<file path="src/core/ifl_pkg.sv">
package ifl_pkg;

    // register pointer map
    localparam logic [6:0] REG_BREAKER_LOG = 7'h31;
    localparam logic [6:0] REG_UV_STATUS = 7'h35;
    localparam logic [6:0] REG_OV_STATUS = 7'h36;
    localparam logic [6:0] REG_OCW_STATUS = 7'h37;
    localparam logic [6:0] REG_LED_CTRL = 7'h43;
    localparam logic [6:0] REG_LED_PHPU = 7'h44;
    localparam logic [6:0] REG_LED_LEVEL = 7'h45;
    // highest valid pointer, buffer window included
    localparam logic [6:0] REG_PTR_MAX = 7'h49;

    localparam logic [7:0] LED_CTRL_RESET = 8'h0f;
    localparam logic [7:0] LED_PHPU_RESET = 8'h00;

    // field positions
    localparam int LOG_SLOW_LSB = 4;
    localparam int LOG_FAST_LSB = 0;
    localparam int LED_OFF_LSB = 0;
    localparam int LED_BLINK_LSB = 4;
    localparam int LED_PULLUP_LSB = 0;
    localparam int LED_INV_LSB = 4;
    localparam int MISC_ALERT_BIT = 4;

    // slave address prefix above the two select pairs
    localparam logic [2:0] SLAVE_ADDR_PREFIX = 3'h3;
    // select pin codes: low, high, open
    localparam logic [1:0] SEL_LOW = 2'h0;
    localparam logic [1:0] SEL_HIGH = 2'h1;
    localparam logic [1:0] PAIR_LOW = 2'h2;
    localparam logic [1:0] PAIR_HIGH = 2'h1;
    localparam logic [1:0] PAIR_OPEN = 2'h0;

    // blink timebase: 1 Hz, half period
    localparam longint CLK_PERIOD_NS = 20;
    localparam longint BLINK_HALF_NS = 500000000;
    localparam int BLINK_HALF_CYC = int'(BLINK_HALF_NS / CLK_PERIOD_NS);

    localparam int NUM_LED = 4;
    localparam int NUM_CH = 2;

    typedef struct packed {
        logic [1:0] slow;
        logic [1:0] fast;
    } ifl_trip_t;

    typedef struct packed {
        logic [7:0] uv;
        logic [7:0] ov;
        logic [7:0] ocw;
    } ifl_warn_t;

endpackage

</file>
<file path="src/core/ifl_top.sv">
`timescale 1ns/1ps
// Overview of operation
// breaker log: slow bits 5:4, fast 1:0
// fault level is NOR of channel flags
// trip flags latch until channel restart
// overcurrent shutdown pulls fault output low
// uv/ov shutdown never asserts fault output
// disabled channel releases its fault output
// alert low on any condition, mirrored
// alert is NOR of four status registers
// off bit set turns driver off
// blink bit toggles driver at 1 Hz
// phase bits invert blink per driver
// weak pullup bit disables the driver
// pin level register reads pin levels
// slave address from two tri-level selects
// slave only, never drives serial clock
// master clocks at most 400 kHz
// eight bits then acknowledge slot
// sda edge while scl high is framing
// start on sda fall, stop on rise
// stop accepted except in start's high
// writes chain; reads need repeated start
// acknowledge received bytes on ninth clock
// out of range pointer gets a nack
// pointer increments and wraps to zero
// writes to read-only bits are ignored
// one shared divided 1 Hz timebase
module ifl_top #(
    parameter int BLINK_HALF = ifl_pkg::BLINK_HALF_CYC
) (
    input wire logic ref_clk,
    input wire logic rst_b,
    input wire logic scl_in,
    input wire logic sda_in,
    output logic sda_out,
    output logic sda_oe_b,
    input wire logic [1:0] addr_select_high,
    input wire logic [1:0] addr_select_low,
    input wire ifl_pkg::ifl_trip_t trip_event,
    input wire logic [1:0] on_pin,
    input wire logic [1:0] chan_enable,
    input wire ifl_pkg::ifl_warn_t warn_status,
    output logic [1:0] fault_out,
    output logic [1:0] fault_oe_b,
    output logic alert_out,
    output logic alert_oe_b,
    output logic misc_alert_bit,
    input wire logic [3:0] led_pin_in,
    output logic [3:0] led_out,
    output logic [3:0] led_oe_b,
    output logic [3:0] led_pullup_en
);
    import ifl_pkg::*;

    typedef enum logic [3:0] {
        ST_IDLE, ST_ADDR, ST_ACK_ADDR, ST_CMD, ST_ACK_CMD,
        ST_WDATA, ST_ACK_W, ST_RDATA, ST_RACK
    } ifl_state_t;

    function automatic logic [1:0] pair_code(input logic [1:0] sel);
        if (sel == SEL_LOW)
            pair_code = PAIR_LOW;
        else if (sel == SEL_HIGH)
            pair_code = PAIR_HIGH;
        else
            pair_code = PAIR_OPEN;
    endfunction

    function automatic logic [6:0] next_ptr(input logic [6:0] p);
        if (p >= REG_PTR_MAX)
            next_ptr = 7'h00;
        else
            next_ptr = p + 7'h01;
    endfunction

    // synchronisers: first stage feeds only the second
    logic [1:0] scl_sy, sda_sy;
    logic [3:0] led_sy1, led_sy2;
    logic [1:0] sel_hi_sy1, sel_hi_sy2, sel_lo_sy1, sel_lo_sy2;
    logic scl_d, sda_d;

    always_ff @(posedge ref_clk or negedge rst_b) begin
        if (!rst_b) begin
            scl_sy <= 2'h3;
            sda_sy <= 2'h3;
            scl_d <= 1'b1;
            sda_d <= 1'b1;
            led_sy1 <= 4'hf;
            led_sy2 <= 4'hf;
            sel_hi_sy1 <= 2'h0;
            sel_hi_sy2 <= 2'h0;
            sel_lo_sy1 <= 2'h0;
            sel_lo_sy2 <= 2'h0;
        end else begin
            scl_sy <= {scl_sy[0], scl_in};
            sda_sy <= {sda_sy[0], sda_in};
            scl_d <= scl_sy[1];
            sda_d <= sda_sy[1];
            led_sy1 <= led_pin_in;
            led_sy2 <= led_sy1;
            sel_hi_sy1 <= addr_select_high;
            sel_hi_sy2 <= sel_hi_sy1;
            sel_lo_sy1 <= addr_select_low;
            sel_lo_sy2 <= sel_lo_sy1;
        end
    end

    wire scl_s = scl_sy[1];
    wire sda_s = sda_sy[1];
    wire scl_rise = scl_s && !scl_d;
    wire scl_fall = !scl_s && scl_d;
    // framing edges
    // start and stop
    wire start_seen = scl_s && scl_d && sda_d && !sda_s;
    wire stop_raw = scl_s && scl_d && !sda_d && sda_s;

    // address straps loaded on each of the first three cycles after reset release, then held
    logic [6:0] slave_addr;
    logic [1:0] strap_wait;
    always_ff @(posedge ref_clk or negedge rst_b) begin
        if (!rst_b) begin
            strap_wait <= 2'h0;
            slave_addr <= 7'h00;
        end else if (strap_wait != 2'h3) begin
            strap_wait <= strap_wait + 2'h1;
            // tri-level address
            slave_addr <= {SLAVE_ADDR_PREFIX, pair_code(sel_hi_sy2),
                           pair_code(sel_lo_sy2)};
        end
    end

    // trip flags
    logic [1:0] slow_flag, fast_flag;
    wire [1:0] chan_active = on_pin & chan_enable;
    always_ff @(posedge ref_clk or negedge rst_b) begin
        if (!rst_b) begin
            slow_flag <= 2'h0;
            fast_flag <= 2'h0;
        end else begin
            // latch until restart; a trip in the same cycle wins
            slow_flag <= trip_event.slow | (slow_flag & chan_active);
            fast_flag <= trip_event.fast | (fast_flag & chan_active);
        end
    end

    // breaker log layout
    wire [7:0] breaker_trip_log = (8'(slow_flag) << LOG_SLOW_LSB)
        | (8'(fast_flag) << LOG_FAST_LSB);

    logic [1:0] fault_low;
    logic alert_low;
    always_ff @(posedge ref_clk or negedge rst_b) begin
        if (!rst_b) begin
            fault_low <= 2'h0;
            alert_low <= 1'b0;
        end else begin
            // only overcurrent trips drive the pin
            fault_low <= slow_flag | fast_flag;
            // alert from all four status sources
            alert_low <= |{breaker_trip_log, warn_status.uv,
                           warn_status.ov, warn_status.ocw};
        end
    end

    assign fault_out = 2'h0;
    assign fault_oe_b = ~fault_low;
    assign alert_out = 1'b0;
    assign alert_oe_b = ~alert_low;
    // mirror for the misc status register
    assign misc_alert_bit = alert_low;

    // shared blink timebase
    logic [31:0] blink_cnt;
    logic blink_phase;
    always_ff @(posedge ref_clk or negedge rst_b) begin
        if (!rst_b) begin
            blink_cnt <= 32'h0;
            blink_phase <= 1'b0;
        end else if (blink_cnt >= 32'(BLINK_HALF - 1)) begin
            blink_cnt <= 32'h0;
            blink_phase <= !blink_phase;
        end else begin
            blink_cnt <= blink_cnt + 32'h1;
        end
    end

    // LED registers, written over the serial port
    logic [7:0] led_blink_and_off_control;
    logic [7:0] led_blink_inversion_and_pullup;

    wire [3:0] led_off_bit = led_blink_and_off_control[LED_OFF_LSB +: 4];
    wire [3:0] led_blink_bit = led_blink_and_off_control[LED_BLINK_LSB +: 4];
    wire [3:0] led_blink_inversion = led_blink_inversion_and_pullup[LED_INV_LSB +: 4];
    wire [3:0] led_weak_pullup_bit =
        led_blink_inversion_and_pullup[LED_PULLUP_LSB +: 4];

    // blink in phase or inverted
    wire [3:0] blink_on = {4{blink_phase}} ^ led_blink_inversion;
    // off bit, overridden by blink
    wire [3:0] led_sink = (led_blink_bit & blink_on)
        | (~led_blink_bit & ~led_off_bit);
    logic [3:0] led_drive;
    always_ff @(posedge ref_clk or negedge rst_b) begin
        if (!rst_b)
            led_drive <= 4'h0;
        else
            // pullup disables the driver
            led_drive <= led_sink & ~led_weak_pullup_bit;
    end
    assign led_out = 4'h0;
    assign led_oe_b = ~led_drive;
    assign led_pullup_en = led_weak_pullup_bit;

    // pin levels, read only
    wire [7:0] led_pin_level = {4'h0, led_sy2};

    // serial slave
    ifl_state_t state;
    logic [3:0] bitcnt;
    logic [7:0] shreg;
    logic [7:0] txsh;
    logic [6:0] ptr;
    logic rw;
    logic hold_low;
    logic ack_ok;
    logic start_high;

    // no stop in the same high as a start
    wire stop_seen = stop_raw && !start_high;

    logic [7:0] rd_data;
    always_comb begin
        case (ptr)
            REG_BREAKER_LOG: rd_data = breaker_trip_log;
            REG_UV_STATUS: rd_data = warn_status.uv;
            REG_OV_STATUS: rd_data = warn_status.ov;
            REG_OCW_STATUS: rd_data = warn_status.ocw;
            REG_LED_CTRL: rd_data = led_blink_and_off_control;
            REG_LED_PHPU: rd_data = led_blink_inversion_and_pullup;
            REG_LED_LEVEL: rd_data = led_pin_level;
            default: rd_data = 8'h00;
        endcase
    end

    wire byte_done = scl_fall && (bitcnt == 4'h8);
    wire wr_take = (state == ST_WDATA) && byte_done;

    always_ff @(posedge ref_clk or negedge rst_b) begin
        if (!rst_b) begin
            led_blink_and_off_control <= LED_CTRL_RESET;
            led_blink_inversion_and_pullup <= LED_PHPU_RESET;
        end else if (wr_take) begin
            // only the two writable registers take data
            if (ptr == REG_LED_CTRL)
                led_blink_and_off_control <= shreg;
            else if (ptr == REG_LED_PHPU)
                led_blink_inversion_and_pullup <= shreg;
        end
    end

    always_ff @(posedge ref_clk or negedge rst_b) begin
        if (!rst_b)
            start_high <= 1'b0;
        else if (start_seen)
            start_high <= 1'b1;
        else if (scl_fall)
            start_high <= 1'b0;
    end

    always_ff @(posedge ref_clk or negedge rst_b) begin
        if (!rst_b) begin
            state <= ST_IDLE;
            bitcnt <= 4'h0;
            shreg <= 8'h00;
            txsh <= 8'h00;
            ptr <= 7'h00;
            rw <= 1'b0;
            hold_low <= 1'b0;
            ack_ok <= 1'b0;
        end else if (start_seen) begin
            // repeated start restarts address phase, pointer kept
            state <= ST_ADDR;
            bitcnt <= 4'h0;
            hold_low <= 1'b0;
        end else if (stop_seen) begin
            state <= ST_IDLE;
            hold_low <= 1'b0;
        end else if (scl_rise) begin
            // eight data bits per byte
            case (state)
                ST_ADDR, ST_CMD, ST_WDATA: begin
                    shreg <= {shreg[6:0], sda_s};
                    bitcnt <= bitcnt + 4'h1;
                end
                ST_RDATA: bitcnt <= bitcnt + 4'h1;
                ST_RACK: ack_ok <= !sda_s;
                default: ;
            endcase
        end else if (scl_fall) begin
            case (state)
                ST_ADDR: if (bitcnt == 4'h8) begin
                    if (shreg[7:1] == slave_addr) begin
                        // acknowledge address
                        hold_low <= 1'b1;
                        rw <= shreg[0];
                        state <= ST_ACK_ADDR;
                    end else begin
                        state <= ST_IDLE;
                    end
                end
                ST_CMD: if (bitcnt == 4'h8) begin
                    // nack a pointer beyond the map
                    if (shreg <= {1'b0, REG_PTR_MAX}) begin
                        hold_low <= 1'b1;
                        ptr <= shreg[6:0];
                        state <= ST_ACK_CMD;
                    end else begin
                        state <= ST_IDLE;
                    end
                end
                ST_WDATA: if (bitcnt == 4'h8) begin
                    hold_low <= 1'b1;
                    // advance after each byte written
                    ptr <= next_ptr(ptr);
                    state <= ST_ACK_W;
                end
                ST_ACK_ADDR: begin
                    bitcnt <= 4'h0;
                    if (rw) begin
                        txsh <= rd_data;
                        hold_low <= !rd_data[7];
                        state <= ST_RDATA;
                    end else begin
                        hold_low <= 1'b0;
                        state <= ST_CMD;
                    end
                end
                ST_ACK_CMD, ST_ACK_W: begin
                    // further bytes are data, back to back
                    hold_low <= 1'b0;
                    bitcnt <= 4'h0;
                    state <= ST_WDATA;
                end
                ST_RDATA: begin
                    if (bitcnt == 4'h8) begin
                        hold_low <= 1'b0;
                        // advance after each byte read
                        ptr <= next_ptr(ptr);
                        state <= ST_RACK;
                    end else begin
                        txsh <= {txsh[6:0], 1'b0};
                        hold_low <= !txsh[6];
                    end
                end
                ST_RACK: begin
                    bitcnt <= 4'h0;
                    if (ack_ok) begin
                        txsh <= rd_data;
                        hold_low <= !rd_data[7];
                        state <= ST_RDATA;
                    end else begin
                        state <= ST_IDLE;
                    end
                end
                default: state <= ST_IDLE;
            endcase
        end
    end

    // only sda is ever pulled; scl is input only
    assign sda_out = 1'b0;
    assign sda_oe_b = !hold_low;

endmodule

</file>
<file path="config.mk">
export PLATFORM = sky130hd
export DESIGN_NAME = ifl_top
export DESIGN_NICKNAME = d
export VERILOG_FILES = /design/src/core/ifl_pkg.sv /design/src/core/ifl_top.sv
export SDC_FILE = /design/constraint.sdc
export NUM_CORES = 1
export LEC_CHECK = 0
export BUFFER_PORTS_ARGS = -buffer_cell sky130_fd_sc_hd__buf_2
export CAP_MARGIN = 40
export CORE_MARGIN = 1
export CORE_UTILIZATION = 34
export DETAILED_ROUTE_END_ITERATION = 10
export SYNTH_ARGS = -nofsm -noshare
export SYNTH_HDL_FRONTEND = slang
export SYNTH_SLANG_ARGS = --single-unit
</file>
<file path="constraint.sdc">
create_clock -name ref_clk -period 6 [get_ports ref_clk]
set_input_delay 1.2 -clock ref_clk [delete_from_list [all_inputs] [get_ports ref_clk]]
set_output_delay 1.2 -clock ref_clk [all_outputs]
set_load 0.05 [all_outputs]
</file>
==> flow_metrics.py, run 1 <==
metrics = {
    "outcome": {
        "status": "finished, final reports clean",
    },
    "yosys": {
        "synth-edff-count": 0,
        "synth_top_area_cell": "dfrtp_1",
        "ys_seq_area_share_pct": 52.6,
        "synth.area.top_cells": "dfrtp_1, dfstp_2, mux2_2",
        "synth_top_family_by_area": "simple AND/OR/NAND/NOR gates",
        "synth_compound_area_share_pct": 11.9,
        "synth_xor_area_share_pct": 5.05,
        "syn-cell-area_sq_um": 5900,
        "synth_mux_area_share_pct": 5.51,
        "synth_seq_cells": 123,
        "synthSimpleGateAreaFrac_pct": 18.3,
        "synth_area_per_cell_sq_um": 10.5,
        "synth-adder-area-share_pct": 2.33,
        "synth_top_area_share_pct": 44.5,
        "synth_cell_types": 66,
        "synthArstFlopShare_pct": 100,
        "synth_flop_cell": "dfrtp_1",
        "yosysWarnings": 0,
        "synthCells": 560,
    },
    "detailed_routing": {
        "first_pass_iters": 7,
        "drt_iter0_drc": 449,
        "drc": 0,
        "drtAntennaViolNets": 0,
        "wl_per_cell_microns": 16.0,
        "vias_per_cell": 5.19,
        "vias": 4439,
        "drt-total-wl_microns": 13700,
    },
    "setup_path": {
        "critPathLaunch": "state[3]",
        "r2r-start": "state[3]",
        "endpoint_kind": "flop",
        "slowest_stage": "dfrtp_1",
        "cp.arrival_ns": 3.14,
        "crit_chain": "nor2b_1 > nand2_1 > nor4_1 > nand2_1 > mux2_2",
        "startpoint_type": "flop",
        "path_class": "reg -> reg",
        "r2r-end": "led_blink_and_off_control[4]",
        "rrSetupSlack_ns": 3.15,
        "cp_num_cells": 5,
        "cp_common_cell": "nand2_1",
        "required_ns": 6.29,
        "cpPeakStageDelay_ns": 0.57,
        "path_buf_inv": 0,
        "cp-endpoint": "led_blink_and_off_control[4]",
        "cp_top_family": "simple AND/OR/NAND/NOR gates",
        "cp_max_fo": 18,
        "reg2regPathDepth": 5,
    },
    "cts": {
        "clkLatencyLatePin_ns": 0.41,
        "h-tree-depth": 4,
        "cts_setup_buffers": 0,
        "cts_resized": 0,
        "clk_path_buf_depth": 2,
        "clk_pin_slew_ns": 0.06,
        "cts_tree": "done",
        "numCtsBuffers": 17,
        "cts-root-buf": "clkbuf_16",
        "clock_sinks": 123,
        "cts_hold_buffers": 0,
    },
    "power_and_ir_drop": {
        "p_int_mw": 1.56,
        "cellPowerDensity_nw_per_um2": 290,
        "swShare_pct": 23.2,
        "max-vdd-ir-drop_uv": 253,
        "combPwrFrac_pct": 4.3,
        "pwr-share-clk_pct": 52.4,
        "leakage_nw": 3.00,
        "p_switching_mw": 0.472,
        "seqPwrFrac_pct": 43.2,
    },
    "floorplan": {
        "row_count": 47,
        "io_pins": 65,
        "dieHeight_microns": 134,
        "coreArea_sq_um": 16800,
        "die-area_sq_um": 17900,
        "fp.dieW_microns": 134,
        "start_util_pct": 35.2,
    },
    "placed_design": {
        "dp_hpwl_microns": 9740,
        "dp_slack_ns": 3.22,
        "portBuffers": 56,
        "gp_congestion": 0.840,
    },
    "sta": {
        "setup_tns_ns": 0,
        "timing.final.ws_setup_ns": 3.15,
        "period_needed_ns": 2.85,
        "relSlewSlack_pct": 34.5,
        "fin_crit_sh_pct": 47.5,
        "clock_skew_ns": 0.00583,
        "maxSlewViolCount": 0,
        "worst_slew_pin_slew_ns": 0.980,
        "grt_setup_unrepaired": "false",
        "hold_violations": 0,
        "fmax_mhz": 351,
        "setup_viol": 0,
    },
    "layout": {
        "fin_nets": 677,
        "num_antenna_cells": 0,
        "area_delta_synth_final_pct": 18.7,
        "fillers": 1638,
        "drive_above_1_share_pct": 24.3,
    },
    "global_route": {
        "grt_first_pass_wirelength_microns": 23000,
        "grt_max_degree": 52,
        "overflow": 0,
        "grt_antenna_before_repair": 0,
        "grt_pass1_vias": 4601,
        "track_usage_pct": 16.3,
    },
    "worst_hold_path": {
        "hp-class": "reg -> reg",
    },
    "flow_run": {
        "maxCapViolCount": 0,
    },
}
==> cell type report <==
class                   count  area, sq um  share of cell area [%]
clock buffers              18          439                    6.27
clock inverters            14          184                    2.63
inverters                  20         75.1                    1.07
multi-input cells         400         2600                    37.1
flip-flops and latches    123         3100                    44.3
well taps                 220          275                    3.93
repair buffers             60          330                    4.72
==> flip-flops by register name (all words and copies together), names as in the netlist, 4 cells and up <==
register,flops
led_blink_inversion_and_pullup,8
blink_cnt,32
txsh,7
ptr,7
bitcnt,4
shreg,8
led_blink_and_off_control,8
led_sy1,4
state,4
led_drive,4
led_sy2,4
slave_addr,5
==> per-stage QoR <==
stage	total power, mW	utilization, %	std cells	hold slack, ns	area, sq um
final	2.03	41.8	855	0.351	7000
after global routing	2.11	41.8	855	0.358	7000
after CTS	2.05	41.7	854	0.354	7000
after detailed placement	0.981	38.0	822	0.339	6370
after global placement	0.978	37.8	820	0.337	6340
after floorplan	0.934	-	574	0.331	5950
==> power by group through the flow <==
stage	Combinational (mW)	Sequential (mW)	Clock [mW]
global route	0.0986	0.882	1.13
finish	0.0876	0.879	1.07
floorplan	0.0541	0.880	0
detailed placement	0.0881	0.893	0
global placement	0.0851	0.893	0
CTS	0.0886	0.879	1.09
==> logic make-up after synthesis <==
group / after synthesis
AND/OR/NAND/NOR: 211
flip-flops: 123
AO/OA/AOI/OAI: 100
buffers and inverters: 51
XOR/XNOR: 34
multiplexers: 29
adder cells (fa/ha/maj): 11
other: 1
==> cell usage in the layout (no fill, tap or decap), drive strengths merged, types with 5 or more instances in the layout <==
master,n
ha,11
xnor2,20
nor2,59
a21oi,15
nand3,11
dfrtp,105
nor3b,5
and3,11
o221ai,5
and2,5
nor2b,7
o21ai,30
mux2,28
nor4,9
a222oi,11
nand2,51
nand2b,9
conb,15
clkbuf,19
nand4,9
or3,5
dfstp,18
a22oi,6
nor3,13
xor2,14
buf,59
inv,26
==> per-layer routing <==
metal | share of wire (%) | wire (microns) | GRT usage [%]
met3 | 5.6 | 772 | 3.58
met1 | 44 | 6060 | 20.9
met5 | 0 | 0 | 0
met4 | 1.1 | 145 | 5.05
met2 | 49 | 6700 | 27.2
==> cell usage after synthesis, types with 4 or more instances <==
master	instances
xor2_1	14
nor4_1	9
a21oi_1	15
nand2b_1	9
and4_1	4
nor2b_1	7
xnor2_1	20
nand2_1	51
dfrtp_1	105
nand4_1	9
o21ai_0	28
clkbuf_1	12
o221ai_1	5
buf_2	4
dfstp_2	18
o22ai_1	4
nor2_1	58
inv_1	20
ha_1	11
nor3_1	13
and2_0	4
and3_1	8
a22oi_1	6
a222oi_1	11
nor3b_1	4
buf_4	13
mux2_2	28
or3_1	5
a31o_2	4
nand3_1	11
==> how the worst min path moves through the flow <==
stage / end / from / cells past startpoint / slack, ns
finish: sel_hi_sy2[1] / sel_hi_sy1[1] / 0 / 0.35
global route: sel_hi_sy2[1] / sel_hi_sy1[1] / 0 / 0.36
CTS: sel_hi_sy2[1] / sel_hi_sy1[1] / 0 / 0.35
detailed placement: sel_hi_sy2[1] / sel_hi_sy1[1] / 0 / 0.34
global placement: sel_hi_sy2[1] / sel_hi_sy1[1] / 0 / 0.34
floorplan: sel_hi_sy2[0] / sel_hi_sy1[0] / 0 / 0.33
Power figures use the tool's default switching activity.
==> run 2: changes to the inputs <==
Settings changed: ABC_AREA from default to 1.
Clock period 6 ns to 3 ns, I/O delays scaled along.
==> run 2 against run 1 <==
Compared with the run above: first-iteration DRC count is 19% lower; cell count increased by 38%; sequential share of layout area down 4.0 points; fmax grew 51%; worst setup slack got worse by 2.0 ns; routed wire length increased by 6.3%; count of clock-buffer cells in the layout increased by 2; hold slack got worse by 0.11 ns; synthesized area is 12% higher; register-to-register slack got worse by 2.0 ns; total power is 94% higher.
==> flow_metrics.py, run 2 <==
metrics = {
    "setup_path": {
        "crit_chain": "ha_1 > nand3_1 > nor2_2 > nor2_1 > inv_1 > o21ai_1 > nand2_1 > nand2_1 > nand2_2 > nor3_1",
        "r2r-start": "blink_cnt[0]",
        "startpoint_type": "flop",
        "path_class": "reg -> reg",
        "required_ns": 3.32,
        "cp_common_cell": "nand2_1",
        "slowest_stage": "dfrtp_1",
        "cp_max_fo": 26,
        "cp.arrival_ns": 2.21,
        "cp_top_family": "simple AND/OR/NAND/NOR gates",
        "cpPeakStageDelay_ns": 0.39,
        "endpoint_kind": "flop",
        "r2r-end": "blink_cnt[8]",
        "reg2regPathDepth": 10,
        "path_buf_inv": 1,
        "rrSetupSlack_ns": 1.11,
    },
    "floorplan": {
        "start_util_pct": 35.0,
        "dieHeight_microns": 141,
        "io_pins": 65,
        "fp.dieW_microns": 141,
        "die-area_sq_um": 20000,
        "row_count": 50,
        "coreArea_sq_um": 18900,
    },
    "sta": {
        "grt_setup_unrepaired": "false",
        "clock_skew_ns": 0.00803,
        "fin_crit_sh_pct": 63.0,
        "setup_viol": 0,
        "timing.final.ws_setup_ns": 1.11,
        "fmax_mhz": 529,
        "relSlewSlack_pct": 52.8,
        "maxSlewViolCount": 0,
        "period_needed_ns": 1.89,
        "setup_tns_ns": 0,
        "worst_slew_pin_slew_ns": 0.708,
        "hold_violations": 0,
    },
    "layout": {
        "largest_reg_flops": 32,
        "layout_common_cells": "nand2_1, inv_1, dfrtp_1, nor2_1, buf_2",
        "fillers": 1929,
        "drive_above_1_share_pct": 18.6,
        "fin_nets": 959,
        "final_common_cell": "nand2_1",
        "top_register": "blink_cnt",
        "num_antenna_cells": 0,
        "area_delta_synth_final_pct": 16.7,
        "finalInstanceArea_sq_um": 7710,
        "regArea_sq_um": 3100,
        "final_cells": 1177,
        "multi_input_area_sq_um": 2910,
    },
    "detailed_routing": {
        "drtAntennaViolNets": 0,
        "drc": 0,
        "drt_iter0_drc": 364,
        "drt-total-wl_microns": 14500,
        "first_pass_iters": 5,
        "vias_per_cell": 4.45,
        "wl_per_cell_microns": 12.4,
        "vias": 5243,
    },
    "cts": {
        "cts_hold_buffers": 0,
        "clock_sinks": 123,
        "clkLatencyLatePin_ns": 0.42,
        "cts_resized": 0,
        "cts_setup_buffers": 0,
        "cts_tree": "done",
        "h-tree-depth": 4,
        "clk_pin_slew_ns": 0.05,
        "clk_path_buf_depth": 2,
        "numCtsBuffers": 17,
        "cts-root-buf": "clkbuf_16",
    },
    "power_and_ir_drop": {
        "max-vdd-ir-drop_uv": 448,
        "cellPowerDensity_nw_per_um2": 511,
        "leakage_nw": 3.70,
    },
    "yosys": {
        "synth_area_per_cell_sq_um": 7.92,
        "synthCells": 834,
        "synth_top_area_share_pct": 39.8,
        "synthArstFlopShare_pct": 100,
        "synth_top_area_cell": "dfrtp_1",
        "synth.area.top_cells": "dfrtp_1, nand2_1, dfstp_2",
        "synth_seq_cells": 123,
        "netlist_top_cells_count": "nand2_1, inv_1, dfrtp_1",
        "yosysWarnings": 0,
        "syn-cell-area_sq_um": 6610,
        "synth_cell_types": 46,
        "synth-edff-count": 0,
        "ys_seq_area_share_pct": 46.9,
        "synth_flop_cell": "dfrtp_1",
        "yosysMostFrequentCell": "nand2_1",
    },
    "placed_design": {
        "dp_hpwl_microns": 11000,
        "dpl_cell_area_sq_um": 7120,
        "portBuffers": 56,
        "place_inst": 1145,
        "gp_congestion": 0.857,
        "dp_slack_ns": 1.11,
    },
    "flow_run": {
        "maxCapViolCount": 0,
    },
    "worst_hold_path": {
        "hp-class": "in -> async",
    },
    "global_route": {
        "grt_first_pass_wirelength_microns": 24500,
        "overflow": 0,
        "track_usage_pct": 15.6,
        "grt_antenna_before_repair": 0,
        "grt_max_degree": 54,
        "grt_pass1_vias": 5052,
    },
    "outcome": {
        "status": "finished, final reports clean",
    },
}
[run 2: cell count changes after synthesis, sizes merged, moves of 12 or more]
| cell | delta |
|---|---|
| inv | +103 |
| o21ai | +24 |
| nand3 | +40 |
| nor2 | +52 |
| nand2 | +182 |
| mux2 | -28 |
| clkbuf | -12 |
[run 2: per-stage QoR]
stage | power (mW) | hold WS (ns) | util, %
2_1_floorplan | 1.91 | 0.304 | -
3_3_place_gp | 2.01 | 0.333 | 37.7
3_5_place_dp | 2.01 | 0.335 | 37.7
4_1_cts | 3.99 | 0.256 | 40.8
5_1_grt | 4.11 | 0.261 | 40.8
6_report | 3.94 | 0.239 | 40.8
[run 2: logic make-up (layout without fill, tap and decap cells)]
family	after synthesis	after routing	synth area share, %
other cells	1	15	0.0568
compound gates	88	88	7.96
flops	123	123	46.9
xor+xnor	27	27	3.58
fa+ha+maj	11	11	2.08
simple gates	438	438	29.6
buf+inv	146	215	9.74
[run 2: area by class of cell]
class	instances	area share (%)
clock buffers	20	6.06
clock inverters	12	1.49
inverters	124	6.06
multi-input cells	579	37.8
flip-flops and latches	123	40.2
well taps	260	4.22
repair buffers	59	4.12
[run 2: worst max-delay path by stage]
stage,from,endpoint,slack (ns),cells past startpoint
3_3_place_gp,blink_cnt[0],blink_phase,1.16,11
2_1_floorplan,scl_d,txsh[5],1.31,9
6_report,blink_cnt[0],blink_cnt[8],1.11,10
4_1_cts,blink_cnt[0],blink_cnt[8],1.10,10
3_5_place_dp,blink_cnt[0],blink_cnt[8],1.11,10
5_1_grt,blink_cnt[0],blink_cnt[8],0.86,10
[run 2: power by group]
part           switching, mW  internal [mW]
combinational          0.159         0.0679
sequential            0.0366           1.71
clock                  0.755           1.21
[run 2: layer usage]
layer  part of all wire [%]  vias to the layer above  wire length, microns  GRT usage [%]
li1                       -                     2730                     -              -
met1                     49                     2387                  7200           20.9
met2                     45                      112                  6490           24.7
met3                    4.3                       14                   631           3.75
met4                    1.5                        0                   220           5.49
met5                      0                        -                     0              0
==> run 3: changes to the inputs <==
Clock period 3 ns to 1.7 ns, I/O delays scaled along.
==> run 3 against run 2 <==
Compared with the run above: the flow now finishes with violations (setup timing); die area did not move; fmax up 8.4%; via count rose by 3.3%; non-clock buffer count is 43 higher; sequential share of layout area fell by 3.4 points; critical path depth decreased by 1; final area grew 9.3%; global-route usage increased by 0.43 points; first-iteration DRC count shrank 29%; routed wire length is 3.6% higher; sequential cell count unchanged; core utilization grew 3.8 points.
==> flow_metrics.py, run 3 (synthesis gave the netlist of run 2 again) <==
metrics = {
    "placed_design": {
        "portBuffers": 56,
        "dpl_cell_area_sq_um": 7410,
        "dp_hpwl_microns": 11300,
        "gp_congestion": 0.889,
    },
    "sta": {
        "timing.final.ws_setup_ns": -0.0446,
        "clock_skew_ns": 0.0101,
        "setup_viol": 10,
        "grt_setup_unrepaired": "true",
        "hold_ws_ns": 0.0202,
        "fin_crit_sh_pct": 103,
        "fmax_mhz": 573,
        "hold_violations": 0,
        "period_needed_ns": 1.74,
        "maxSlewViolCount": 0,
    },
    "setup_path": {
        "startpoint_type": "flop",
        "path_class": "reg -> reg",
        "cp.arrival_ns": 2.04,
        "r2r-end": "ptr[3]",
        "cp_max_fo": 5,
        "reg2regPathDepth": 9,
        "r2r-start": "scl_d",
        "rrSetupSlack_ns": -0.04,
        "endpoint_kind": "flop",
        "required_ns": 2.00,
    },
    "floorplan": {
        "fp.dieW_microns": 141,
        "row_count": 50,
        "start_util_pct": 35.0,
        "io_pins": 65,
        "dieHeight_microns": 141,
        "die-area_sq_um": 20000,
        "coreArea_sq_um": 18900,
    },
    "global_route": {
        "grt_max_degree": 36,
        "overflow": 0,
        "grt_antenna_before_repair": 0,
        "track_usage_pct": 16.1,
        "grt_pass1_vias": 5202,
        "grt_first_pass_wirelength_microns": 25300,
    },
    "layout": {
        "largest_reg_flops": 32,
        "top_register": "blink_cnt",
        "area_delta_synth_final_pct": 27.5,
        "drive_above_1_share_pct": 28.5,
        "finalInstanceArea_sq_um": 8420,
        "fin_nets": 1003,
        "layout_common_cells": "nand2_1, dfrtp_1, inv_1, nor2_1, buf_2",
        "final_common_cell": "nand2_1",
        "num_antenna_cells": 0,
    },
    "power_and_ir_drop": {
        "leakage_nw": 4.02,
        "cellPowerDensity_nw_per_um2": 871,
        "power_mw": 7.33,
        "max-vdd-ir-drop_uv": 667,
    },
    "detailed_routing": {
        "first_pass_iters": 4,
        "drtAntennaViolNets": 0,
        "drt-total-wl_microns": 15100,
        "vias_per_cell": 4.44,
        "wl_per_cell_microns": 12.3,
        "drt_iter0_drc": 258,
        "vias": 5417,
        "drc": 0,
    },
    "outcome": {
        "status": "finished, violations left",
        "violations": "setup timing",
    },
    "cts": {
        "clkLatencyLatePin_ns": 0.41,
        "cts-root-buf": "clkbuf_16",
        "h-tree-depth": 4,
        "numCtsBuffers": 17,
        "cts_tree": "done",
        "clk_pin_slew_ns": 0.06,
        "clk_path_buf_depth": 2,
        "clock_sinks": 123,
    },
    "worst_hold_path": {
        "hp-start": "led_pin_in[2]",
        "min_path_cells": 1,
        "hp-class": "in -> reg",
        "hold_end": "led_sy1[2]",
    },
    "flow_run": {
        "maxCapViolCount": 0,
    },
}
## run 3: power by group
group          leakage, nW  switching (mW)  total, mW  internal (mW)
Combinational         2.19           0.309      0.467          0.159
Clock                0.296            1.30       3.78           2.48
Sequential            1.54          0.0610       3.09           3.03
## run 3: per-layer routing
layer	share of wire (%)	vias up	GRT usage, %
li1	-	2836	-
met1	50	2458	22.0
met2	45	106	25.1
met3	3.6	17	3.54
met4	1.6	0	5.38
met5	0	-	0
## run 3: per-stage QoR
stage / worst slack [ns] / TNS (ns) / std cells / util (%)
floorplan: 0.00733 / 0 / 848 / -
global placement: -0.00476 / -0.00919 / 1178 / 39.2
detailed placement: -0.0432 / -0.187 / 1178 / 39.2
CTS: -0.0194 / -0.0575 / 1212 / 42.9
global route: -0.131 / -1.84 / 1221 / 44.6
finish: -0.0446 / -0.229 / 1221 / 44.6
## run 3: layout make-up
class | count | area [sq um]
Clock buffer | 20 | 447
Clock inverter | 12 | 171
Fill cell | 1875 | 10500
Inverter | 124 | 472
Multi-Input combinational cell | 580 | 3210
Sequential cell | 123 | 3100
Tap cell | 260 | 325
Timing Repair Buffer | 102 | 697
## run 3: how the worst max path moves through the flow
stage | start | endpoint | slack (ns)
6_report | scl_d | ptr[3] | -0.04
3_3_place_gp | scl_sy[1] | state[1] | -0.005
2_1_floorplan | scl_d | txsh[5] | 0.007
4_1_cts | scl_d | ptr[0] | -0.02
3_5_place_dp | scl_d | ptr[0] | -0.04
5_1_grt | scl_d | ptr[3] | -0.13
## run 3: what timing repair did
item / in CTS / in global routing
gates resized for setup: 18 / 73
hold buffers: 1 / 0
pin swaps: 4 / 18
cloned: 1 / 0
buffers inserted: 0 / 10
hold endpoints to repair: 22 / 0
endpoints found under the setup margin: 13 / 66
## run 3: worst max-delay path, stage by stage (launching register included)
cell	delay, ns
dfstp_2	0.55
inv_2	0.05
ha_4	0.15
inv_2	0.05
nand4_1	0.20
nor2_2	0.20
nand3_4	0.16
buf_12	0.18
nand2_2	0.04
nand2_1	0.04
